===== config.mk =====
export PLATFORM = sky130hd
export DESIGN_NAME = ivc_controller
export DESIGN_NICKNAME = d
export VERILOG_FILES = /design/src/ivc_pkg.sv /design/src/ivc_arbiter.sv /design/src/ivc_controller.sv
export SDC_FILE = /design/constraint.sdc
export NUM_CORES = 2
export LEC_CHECK = 0
export BUFFER_PORTS_ARGS = -buffer_cell sky130_fd_sc_hd__buf_2
export CORE_ASPECT_RATIO = 0.6
export CORE_MARGIN = 10
export CORE_UTILIZATION = 30
export CTS_BUF_LIST = sky130_fd_sc_hd__clkbuf_16
export DETAILED_ROUTE_END_ITERATION = 16
export PLACE_DENSITY = 0.55
export SLEW_MARGIN = 20
export SYNTH_ARGS = -nofsm -noshare
export SYNTH_HDL_FRONTEND = slang
export SYNTH_SLANG_ARGS = --single-unit

===== constraint.sdc =====
create_clock -name clk_i -period 304.4 [get_ports clk_i]
set_clock_uncertainty 0.1 [all_clocks]
set_input_delay 30.44 -clock clk_i [delete_from_list [all_inputs] [get_ports clk_i]]
set_output_delay 30.44 -clock clk_i [all_outputs]
set_load 0.01 [all_outputs]

===== src/ivc_pkg.sv =====
// Shared constants and carrier types for the interrupt vector controller
package ivc_pkg;

   // ------------------------------------------------------------------
   // Sizes
   // ------------------------------------------------------------------
   localparam int NUM_SRC  = 118;
   localparam int NUM_TRAP = 8;
   localparam int NUM_VEC  = NUM_TRAP + NUM_SRC;
   localparam int VEC_W    = 7;
   localparam int LVL_W    = 4;
   localparam int PRIO_W   = 3;
   localparam int ADDR_W   = 24;

   // ------------------------------------------------------------------
   // Table layout and reset entry
   // ------------------------------------------------------------------
   localparam logic [ADDR_W-1:0] PRIMARY_BASE = 24'h00_0004;
   localparam logic [ADDR_W-1:0] ALT_OFFSET   = 24'h00_0100;
   localparam logic [ADDR_W-1:0] RESET_ADDR   = 24'h00_0000;
   localparam logic [VEC_W-1:0]  USER_BASE    = 7'h08;

   // ------------------------------------------------------------------
   // Trap numbers; 0, 5, 6 and 7 are reserved
   // ------------------------------------------------------------------
   localparam logic [2:0] TRAP_OSC_FAIL  = 3'h1;
   localparam logic [2:0] TRAP_ADDR_ERR  = 3'h2;
   localparam logic [2:0] TRAP_STACK_ERR = 3'h3;
   localparam logic [2:0] TRAP_MATH_ERR  = 3'h4;
   localparam logic [NUM_TRAP-1:0] TRAP_IMPL_MASK = 8'h1E;
   localparam logic [LVL_W-1:0] TRAP_TOP_LVL = 4'hF;

   // ------------------------------------------------------------------
   // Fixed latencies, in clock cycles
   // ------------------------------------------------------------------
   localparam logic [2:0] ENTRY_CYCLES  = 3'h4;
   localparam logic [2:0] RETURN_CYCLES = 3'h3;
   localparam logic [2:0] CNT_ZERO      = 3'h0;

   // ------------------------------------------------------------------
   // Carriers
   // ------------------------------------------------------------------
   typedef struct packed {
      logic [VEC_W-1:0]  number;
      logic [LVL_W-1:0]  level;
      logic [ADDR_W-1:0] addr;
   } ivc_vector_t;

   typedef struct packed {
      logic [VEC_W-1:0] taken_vector_number;
      logic [LVL_W-1:0] taken_priority_level;
   } ivc_taken_t;

   typedef enum logic [1:0] {S_IDLE, S_ENTRY, S_RETURN} ivc_state_t;

   // Table entry address for a unified vector number
   function automatic logic [ADDR_W-1:0] ivc_vec_addr(
      input logic [VEC_W-1:0] num,
      input logic             alt);
      logic [ADDR_W-1:0] base;
      base = alt ? (PRIMARY_BASE + ALT_OFFSET) : PRIMARY_BASE;
      return base + {{(ADDR_W-VEC_W-1){1'b0}}, num, 1'b0};
   endfunction

endpackage


===== src/ivc_arbiter.sv =====
// Priority arbiter: highest level wins, lowest index breaks ties
`timescale 1ns/1ps
module ivc_arbiter
   import ivc_pkg::*;
(
   // Requests
   input  wire logic [NUM_VEC-1:0]            req_i,
   input  wire logic [NUM_VEC-1:0][LVL_W-1:0] lvl_i,
   // Winner
   output logic                               valid_o,
   output logic [VEC_W-1:0]                   index_o,
   output logic [LVL_W-1:0]                   level_o
);

   // Scanning downward with >= leaves the lowest index on a tie
   always_comb begin
      valid_o = 1'b0;
      index_o = '0;
      level_o = '0;
      for (int i = NUM_VEC - 1; i >= 0; i--) begin
         if (req_i[i] && (!valid_o || lvl_i[i] >= level_o)) begin
            valid_o = 1'b1;
            index_o = VEC_W'(i);
            level_o = lvl_i[i];
         end
      end
   end

endmodule // ivc_arbiter


===== src/ivc_controller.sv =====
// Interrupt vector controller top level
//
// What this block does
// - All peripheral, external and trap requests merge into one CPU request.
// - Software sets each user source to a level; higher level wins.
// - Equal levels resolve to the lowest vector number.
// - Primary table starts at 000004h: 8 traps then 118 sources.
// - Each entry gives a 24-bit service routine start address.
// - Alternate-table select set makes every vector use the alternate table.
// - Alternate table mirrors primary at a fixed offset; trap 0 at 000104h.
// - Reset clears all state; entry address starts at 000000h.
// - Traps: oscillator 1, address 2, stack 3, math 4; rest reserved.
// - Source n sits at 000014h plus 2n, alternate 000114h plus 2n.
// - Every source owns a distinct vector number and table entry.
// - Entry and return each take a fixed number of cycles.
// - Flags set by hardware, cleared only by software; enables gate source requests, not flags.
// - Each user source has a 3-bit priority field.
// - CPU level 7 or above blocks user sources; only traps pass.
// - Acceptance latches vector number and new level into status.
`timescale 1ns/1ps
module ivc_controller
   import ivc_pkg::*;
(
   // Clock and reset
   input  wire logic                             clk_i,
   input  wire logic                             reset_i,
   // Source side
   input  wire logic [NUM_SRC-1:0]               source_event_i,
   input  wire logic [NUM_SRC-1:0]               source_flag_clear_i,
   input  wire logic [NUM_SRC-1:0]               source_enable_regs_i,
   input  wire logic [NUM_SRC-1:0][PRIO_W-1:0]   source_priority_regs_i,
   input  wire logic [NUM_TRAP-1:0]              trap_event_i,
   input  wire logic [NUM_TRAP-1:0]              trap_flag_clear_i,
   // Configuration
   input  wire logic                             alt_table_select_i,
   input  wire logic [LVL_W-1:0]                 cpu_priority_level_i,
   // CPU handshake
   input  wire logic                             cpu_accept_i,
   input  wire logic                             cpu_return_i,
   // Status and request
   output logic [NUM_SRC-1:0]                    source_flag_regs_o,
   output logic [NUM_TRAP-1:0]                   trap_flag_o,
   output logic                                  irq_o,
   output ivc_vector_t                           irq_vector_o,
   output ivc_taken_t                            taken_vector_status_o,
   output logic                                  entry_valid_o,
   output logic [ADDR_W-1:0]                     entry_addr_o,
   output logic                                  return_done_o,
   output logic                                  busy_o
);

   // ------------------------------------------------------------------
   // Flags
   // ------------------------------------------------------------------
   logic [NUM_SRC-1:0]  src_flag_reg, src_flag_next;
   logic [NUM_TRAP-1:0] trap_flag_reg, trap_flag_next;

   // An event in the clearing cycle survives: set beats clear
   always_comb begin
      src_flag_next  = (src_flag_reg & ~source_flag_clear_i)
                       | source_event_i;
      trap_flag_next = ((trap_flag_reg & ~trap_flag_clear_i)
                       | trap_event_i) & TRAP_IMPL_MASK;
   end

   always_ff @(posedge clk_i or posedge reset_i) begin
      if (reset_i) begin
         src_flag_reg  <= '0;
         trap_flag_reg <= '0;
      end else begin
         src_flag_reg  <= src_flag_next;
         trap_flag_reg <= trap_flag_next;
      end
   end

   // ------------------------------------------------------------------
   // Request vector in unified numbering
   // ------------------------------------------------------------------
   logic [NUM_VEC-1:0]            vec_req;
   logic [NUM_VEC-1:0][LVL_W-1:0] vec_lvl;

   // Traps rank 15 down to 8 by number, so the lowest number leads
   genvar gt;
   generate
      for (gt = 0; gt < NUM_TRAP; gt++) begin : g_trap
         assign vec_lvl[gt] = TRAP_TOP_LVL - LVL_W'(gt);
         assign vec_req[gt] = trap_flag_reg[gt]
                              && (vec_lvl[gt] > cpu_priority_level_i);
      end
      for (gt = 0; gt < NUM_SRC; gt++) begin : g_src
         // User levels never exceed 7, so CPU level 7 masks them all
         assign vec_lvl[NUM_TRAP+gt] =
            {1'b0, source_priority_regs_i[gt]};
         assign vec_req[NUM_TRAP+gt] = src_flag_reg[gt]
            && source_enable_regs_i[gt]
            && (vec_lvl[NUM_TRAP+gt] > cpu_priority_level_i);
      end
   endgenerate

   logic             win_valid;
   logic [VEC_W-1:0] win_index;
   logic [LVL_W-1:0] win_level;

   ivc_arbiter u_arbiter (
      .req_i   (vec_req),
      .lvl_i   (vec_lvl),
      .valid_o (win_valid),
      .index_o (win_index),
      .level_o (win_level)
   );

   // ------------------------------------------------------------------
   // Service sequencer
   // ------------------------------------------------------------------
   ivc_state_t        state_reg, state_next;
   logic [2:0]        cnt_reg, cnt_next;
   logic              irq_reg, irq_next;
   ivc_vector_t       vec_reg, vec_next;
   ivc_taken_t        taken_reg, taken_next;
   logic              entry_valid_reg, entry_valid_next;
   logic [ADDR_W-1:0] entry_addr_reg, entry_addr_next;
   logic              ret_done_reg, ret_done_next;
   logic              accepted;

   assign accepted = (state_reg == S_IDLE) && irq_reg && cpu_accept_i;

   always_comb begin
      state_next       = state_reg;
      cnt_next         = cnt_reg;
      taken_next       = taken_reg;
      entry_addr_next  = entry_addr_reg;
      entry_valid_next = 1'b0;
      ret_done_next    = 1'b0;
      unique case (state_reg)
         S_IDLE: begin
            if (accepted) begin
               taken_next.taken_vector_number  = vec_reg.number;
               taken_next.taken_priority_level = vec_reg.level;
               state_next = S_ENTRY;
               cnt_next   = CNT_ZERO;
            end else if (cpu_return_i) begin
               state_next = S_RETURN;
               cnt_next   = CNT_ZERO;
            end
         end
         S_ENTRY: begin
            // Count never depends on the vector, so latency is constant
            if (cnt_reg == ENTRY_CYCLES - 3'h1) begin
               entry_valid_next = 1'b1;
               entry_addr_next  = vec_reg.addr;
               state_next       = S_IDLE;
            end else begin
               cnt_next = cnt_reg + 3'h1;
            end
         end
         S_RETURN: begin
            if (cnt_reg == RETURN_CYCLES - 3'h1) begin
               ret_done_next = 1'b1;
               state_next    = S_IDLE;
            end else begin
               cnt_next = cnt_reg + 3'h1;
            end
         end
      endcase
      // Request is held off while a sequence runs
      irq_next           = win_valid && (state_next == S_IDLE);
      vec_next.number    = win_index;
      vec_next.level     = win_level;
      vec_next.addr      = ivc_vec_addr(win_index,
                                        alt_table_select_i);
   end

   always_ff @(posedge clk_i or posedge reset_i) begin
      if (reset_i) begin
         state_reg       <= S_IDLE;
         cnt_reg         <= CNT_ZERO;
         irq_reg         <= 1'b0;
         vec_reg         <= '0;
         taken_reg       <= '0;
         entry_valid_reg <= 1'b0;
         entry_addr_reg  <= RESET_ADDR;
         ret_done_reg    <= 1'b0;
      end else begin
         state_reg       <= state_next;
         cnt_reg         <= cnt_next;
         irq_reg         <= irq_next;
         vec_reg         <= vec_next;
         taken_reg       <= taken_next;
         entry_valid_reg <= entry_valid_next;
         entry_addr_reg  <= entry_addr_next;
         ret_done_reg    <= ret_done_next;
      end
   end

   // ------------------------------------------------------------------
   // Outputs
   // ------------------------------------------------------------------
   logic busy_reg;

   always_ff @(posedge clk_i or posedge reset_i) begin
      if (reset_i) begin
         busy_reg <= 1'b0;
      end else begin
         busy_reg <= (state_next != S_IDLE);
      end
   end

   assign source_flag_regs_o    = src_flag_reg;
   assign trap_flag_o           = trap_flag_reg;
   assign irq_o                 = irq_reg;
   assign irq_vector_o          = vec_reg;
   assign taken_vector_status_o = taken_reg;
   assign entry_valid_o         = entry_valid_reg;
   assign entry_addr_o          = entry_addr_reg;
   assign return_done_o         = ret_done_reg;
   assign busy_o                = busy_reg;
endmodule // ivc_controller


# Yosys cells after proc, flatten, opt, wreduce, memory -nomap -nowiden
# Cells that the tools add are included.
dict set report word_totals {
  register_bits 173
  in_bits 733
}
dict set report op_classes {
  n_addsub 2
  magnitude_cmp 243
  eq_ne 7
  n_mux 381
  bitwise_logic 6
  n_reduce_logical 612
}
# op count
set op_table {}
lappend op_table {{two-way mux 7 bit} 122}
lappend op_table {{> comparator 3 x 4 -> 1 bit} 118}
lappend op_table {{two-way mux 3 bit} 122}
lappend op_table {{logical AND 1 bit} 364}
lappend op_table {{greater-or-equal comparator 3 bit} 117}
lappend op_table {{two-way mux 1 bit} 126}
lappend op_table {{zero test 1 bit} 121}
lappend op_table {{logical OR 1 bit} 121}
lappend op_table {{bitwise AND 118 bit} 1}
lappend op_table {{inverter 118 bit} 1}
lappend op_table {{bitwise OR 118 bit} 1}
lappend op_table {{> comparator 4 bit (first input constant)} 4}
lappend op_table {{two-way mux 4 bit} 4}
lappend op_table {{greater-or-equal comparator 4 bit (first input constant)} 3}
lappend op_table {{adder 9 x 8 -> 10 bit} 1}
lappend op_table {{two-way mux 9 bit} 1}
lappend op_table {{case mux 3 bit (3 select lines)} 1}
lappend op_table {{two-way mux 2 bit} 4}
lappend op_table {{equality test 3 x 2 -> 1 bit (second input constant)} 2}
lappend op_table {{case mux 2 bit (3 select lines)} 1}
lappend op_table {{bitwise AND 5 bit} 1}
lappend op_table {{inverter 5 bit} 1}
lappend op_table {{bitwise OR 5 bit} 1}
lappend op_table {{greater-or-equal comparator 4 x 3 -> 1 bit (first input constant)} 1}
lappend op_table {{other kinds (9)} 12}

# Depth between registers and ports, before layout
dict set report logic_depth {
  word_depth 488
  mapped_depth 866
  depth_no_buf 852
}

# Cells and area by module
# Synthesis repeated with hierarchy kept, for this count alone.
dict set report hier_totals {
  hier_cells 5720
  hier_area_um2 41780.1
}
# module instances cells_each area_per_inst_um2
set by_module_without_submodules {}
lappend by_module_without_submodules {ivc_arbiter 1 3995 26315.2}
lappend by_module_without_submodules {ivc_controller 1 1725 15464.8}

# Worst setup path after synthesis
# Ideal clock, no wire load.
dict set report synth_timing {
  kind {input -> register}
  start {input port cpu_priority_level_i[2]}
  end {register vec_reg, in the netlist irq_vector_o[8]}
  arrival_time_ps 187580
  required_time_ps 304221
  path_slack_ps 116641
  path_stages 811
  cell_sequence {inv_1 -> ha_1 -> nand3_1 -> and4_4 -> nand3_1 -> inv_1 -> ha_1 -> nand2b_1 -> a21oi_1 -> o2111ai_1 -> and3_1 -> or2_2 -> ha_1 -> nand2b_1 -> a21o_1 -> a21o_1 -> o21a_1 -> o32ai_4 -> (+775 left out) -> nor2b_1 -> o31ai_2 -> nand2_1 -> o32ai_1 -> ha_1 -> nand2b_1 -> a21oi_1 -> nor2b_1 -> o31ai_2 -> nand3_1 -> a31oi_1 -> nand2b_1 -> a21oi_1 -> ha_1 -> and3_1 -> o311ai_2 -> nor3_2 -> xor2_1}
}
# item line_no
set synth_rtl {}
lappend synth_rtl {{start, declared} ivc_controller.sv:36} ;# input wire logic [LVL_W-1:0] cpu_priority_level_i,
lappend synth_rtl {{end signal, assigned} ivc_controller.sv:187} ;# vec_reg <= vec_next;
lappend synth_rtl {{end, declared} ivc_controller.sv:118} ;# ivc_vector_t vec_reg, vec_next;

==> flow_summary.toml <==
[outcome]
status = "finished, final reports clean"

[floorplan]
die_w_um = 458
fp.dieArea_um2 = 130000
coreArea_um2 = 114000
ios = 933
std_cell_rows = 96
start_util = 0.302
die_h_um = 283

[route]
dr.pass1.iters = 6
ant_nets = 0
remaining_drc_errors = 0
drt_iter0_drc = 3485
vias_per_cell = 5.51
wl_per_cell_um = 22.2
wl_um = 157000
route.vias.total = 39000

[clock_network]
clock-sinks = 170
max-clock-path-buffers = 2
cts_setup_buffers = 0
post_cts_resized = 0
cts_buffers = 17
clk_pin_slew_ns = 0.09
holdBufCountCts = 0
root_buffer = "clkbuf_16"
htree_levels = 4
insertion_delay_ns = 0.56
cts_tree = "built"

[logic_synthesis]
synth.distinct_cells = 127
synth.area.top_cells = "ha_1 (22%), dfrtp_1 (12%), inv_1 (5.7%)"
avgSynthCellArea_um2 = 7.49
ys.flop_type = "dfrtp_1"
synth_top_area_share = 0.219
synth_seq_area_share = 0.123
syn_inst = 4616
yosysWarnings = 0
synth_edf_count = 0
async_flop_share = 1.00
synth_area_um2 = 34600
yosysTopAreaCell = "ha_1"
synth_seq_cells = 170

[timing]
finalSetupViolations = 0
period_share = 0.716
fmax_mhz = 4.59
grt_setup_unrepaired = "no"
relSlewSlack = 0.186
tns_ns = 0
drv_slew = 0
worstMarginPinSlew_ns = 1.21
finalHoldViolations = 0
min_period_ns = 217.91

[final_layout]
syn2layout_area_growth_pct = 20.4
drive_gt1_frac = 0.212
largest_register_ffs = 118
final_area_um2 = 41600
final_cells = 7082
fill_cells = 12300
final_nets = 6859
utilization = 0.364

[worst_hold_path]
hold_path.class = "flop to flop"

[job]
cap_violations = 0

[worst_setup_path]
cp-end-kind = "flop"
crit_family = "compound AO/OA/AOI/OAI gates"
crit_type = "primary input to flop"
worst_ep_required_time_ns = 304.71
path_common_cell = "ha_1"
cpMaxStageDelayCell = "a221oi_1"
worstPathArrival_ns = 218.23
start_kind = "primary input"
cp_max_fo = 27
slowest_delay_ns = 1.00
critical_path_buf_inv_count = 48

[grt]
antenna_found_initial = 63
gr-total-overflow = 0
first_global_vias = 36300
grt_max_degree = 114
grtUsageTotal = 0.230
grt_pass1_wl_um = 232000

[power]
p_per_area_nw_per_um2 = 10.5
power_frac_comb = 0.876
swShare = 0.564
peakVddDrop_v = 0.00000791
switching_power_mw = 0.247
p_leak_nw = 21.6
seq_power_share = 0.065
p_int_mw = 0.191
p_clk_frac = 0.060
total_power_mw = 0.438

[place]
dpl.cell_count = 7022
placed_area_um2 = 40900
hpwl_um = 134000
routabilityCongestion = 0.958
numPortBuffers = 890
[stage by stage]
step	setup WS, ns	hold slack (ns)
after floorplan	116.64	0.349
after global placement	92.04	0.365
after global routing	72.47	0.422
after CTS	90.12	0.395
after detailed placement	90.41	0.377
final	86.49	0.393
[worst paths after layout]
kind	start	endpoint	slack, ns	depth (start not counted)
setup reg to reg	source_flag_regs_o[117]$_DFF_PP0_	irq_vector_o[8]$_DFF_PP0_	116.99	801
hold / removal	cnt_reg[2]$_DFFE_PP0P_	cnt_reg[2]$_DFFE_PP0P_	0.39	2
hold reg to reg	cnt_reg[2]$_DFFE_PP0P_	cnt_reg[2]$_DFFE_PP0P_	0.39	2
setup / recovery	cpu_priority_level_i[2]	irq_vector_o[8]$_DFF_PP0_	86.49	923
min in group asynchronous	reset_i	source_flag_regs_o[17]$_DFF_PP0_	29.97	2
max in group asynchronous	reset_i	source_flag_regs_o[113]$_DFF_PP0_	272.77	3
[power groups by stage]
| stage | clock network [mW] | logic [mW] | registers (mW) |
|---|---|---|---|
| 6_report | 0.0260 | 0.383 | 0.0283 |
| 5_1_grt | 0.0277 | 0.429 | 0.0288 |
| 4_1_cts | 0.0270 | 0.375 | 0.0284 |
| 3_5_place_dp | 0 | 0.372 | 0.0288 |
| 3_3_place_gp | 0 | 0.365 | 0.0287 |
| 2_1_floorplan | 0 | 0.268 | 0.0294 |
[synth_stat cells (37+ instances only)]
cell type,instances
ha_1,604
inv_1,528
nand2_1,419
a21oi_1,290
o21ai_0,276
nor2_1,265
a21o_1,246
dfrtp_1,170
nand2b_1,125
nor2b_1,111
nand3_1,106
o21a_1,99
and3_1,96
nor3_1,82
nor4_1,80
a31oi_1,75
and2_1,68
o31ai_1,54
mux2_2,51
a311oi_1,44
mux2i_1,44
o211ai_1,44
buf_4,38
or2_2,37
[layout make-up]
class | instances | area, um^2 | area share
Antenna cell | 28 | 70.1 | 0.00168
Clock buffer | 17 | 425 | 0.0102
Clock inverter | 15 | 199 | 0.00478
Inverter | 530 | 2010 | 0.0482
Multi-Input combinational cell | 3879 | 28000 | 0.674
Sequential cell | 170 | 4250 | 0.102
Tap cell | 1519 | 1900 | 0.0457
Timing Repair Buffer | 924 | 4730 | 0.114
[layer usage]
layer / vias to the layer above / part of all wire / global-route usage
met5: - / 0.00065 / 0
li1: 19000 / - / -
met4: 14 / 0.020 / 0.0500
met2: 1379 / 0.44 / 0.356
met3: 188 / 0.067 / 0.0432
met1: 18400 / 0.48 / 0.326
[worst register-to-register path: cells and delay by family (launching register included)]
family                   cells  cell delay, ns
AND/OR/NAND/NOR            269           45.87
AO/OA/AOI/OAI              320           85.21
buffers and inverters       42            4.96
flip-flops                   1            0.44
XOR/XNOR                     1            0.37
adder cells (fa/ha/maj)    137           38.24
multiplexers                32           11.87
[cell usage in the layout, fill, tap and decap left out, drive strengths merged, types with 40 or more instances in the layout]
cell / n
buf: 924
ha: 604
inv: 538
nand2: 419
o21ai: 304
a21oi: 299
nor2: 265
a21o: 246
dfrtp: 170
nand2b: 126
nor2b: 112
nand3: 107
o21a: 101
and3: 97
nor3: 86
nor4: 82
a31oi: 79
and2: 68
o31ai: 63
mux2: 52
o211ai: 49
a311oi: 48
mux2i: 45
a211oi: 42
or2: 40
[logic make-up after synthesis]
| group | count (synthesis) | synth area share |
|---|---|---|
| XOR/XNOR | 4 | 0.00101 |
| AO/OA/AOI/OAI | 1590 | 0.324 |
| other | 1 | 0.000109 |
| AND/OR/NAND/NOR | 1526 | 0.226 |
| multiplexers | 97 | 0.0302 |
| adder cells (fa/ha/maj) | 627 | 0.225 |
| flip-flops | 170 | 0.123 |
| buffers and inverters | 601 | 0.0701 |
No activity file was read; power rests on OpenSTA's default activity.
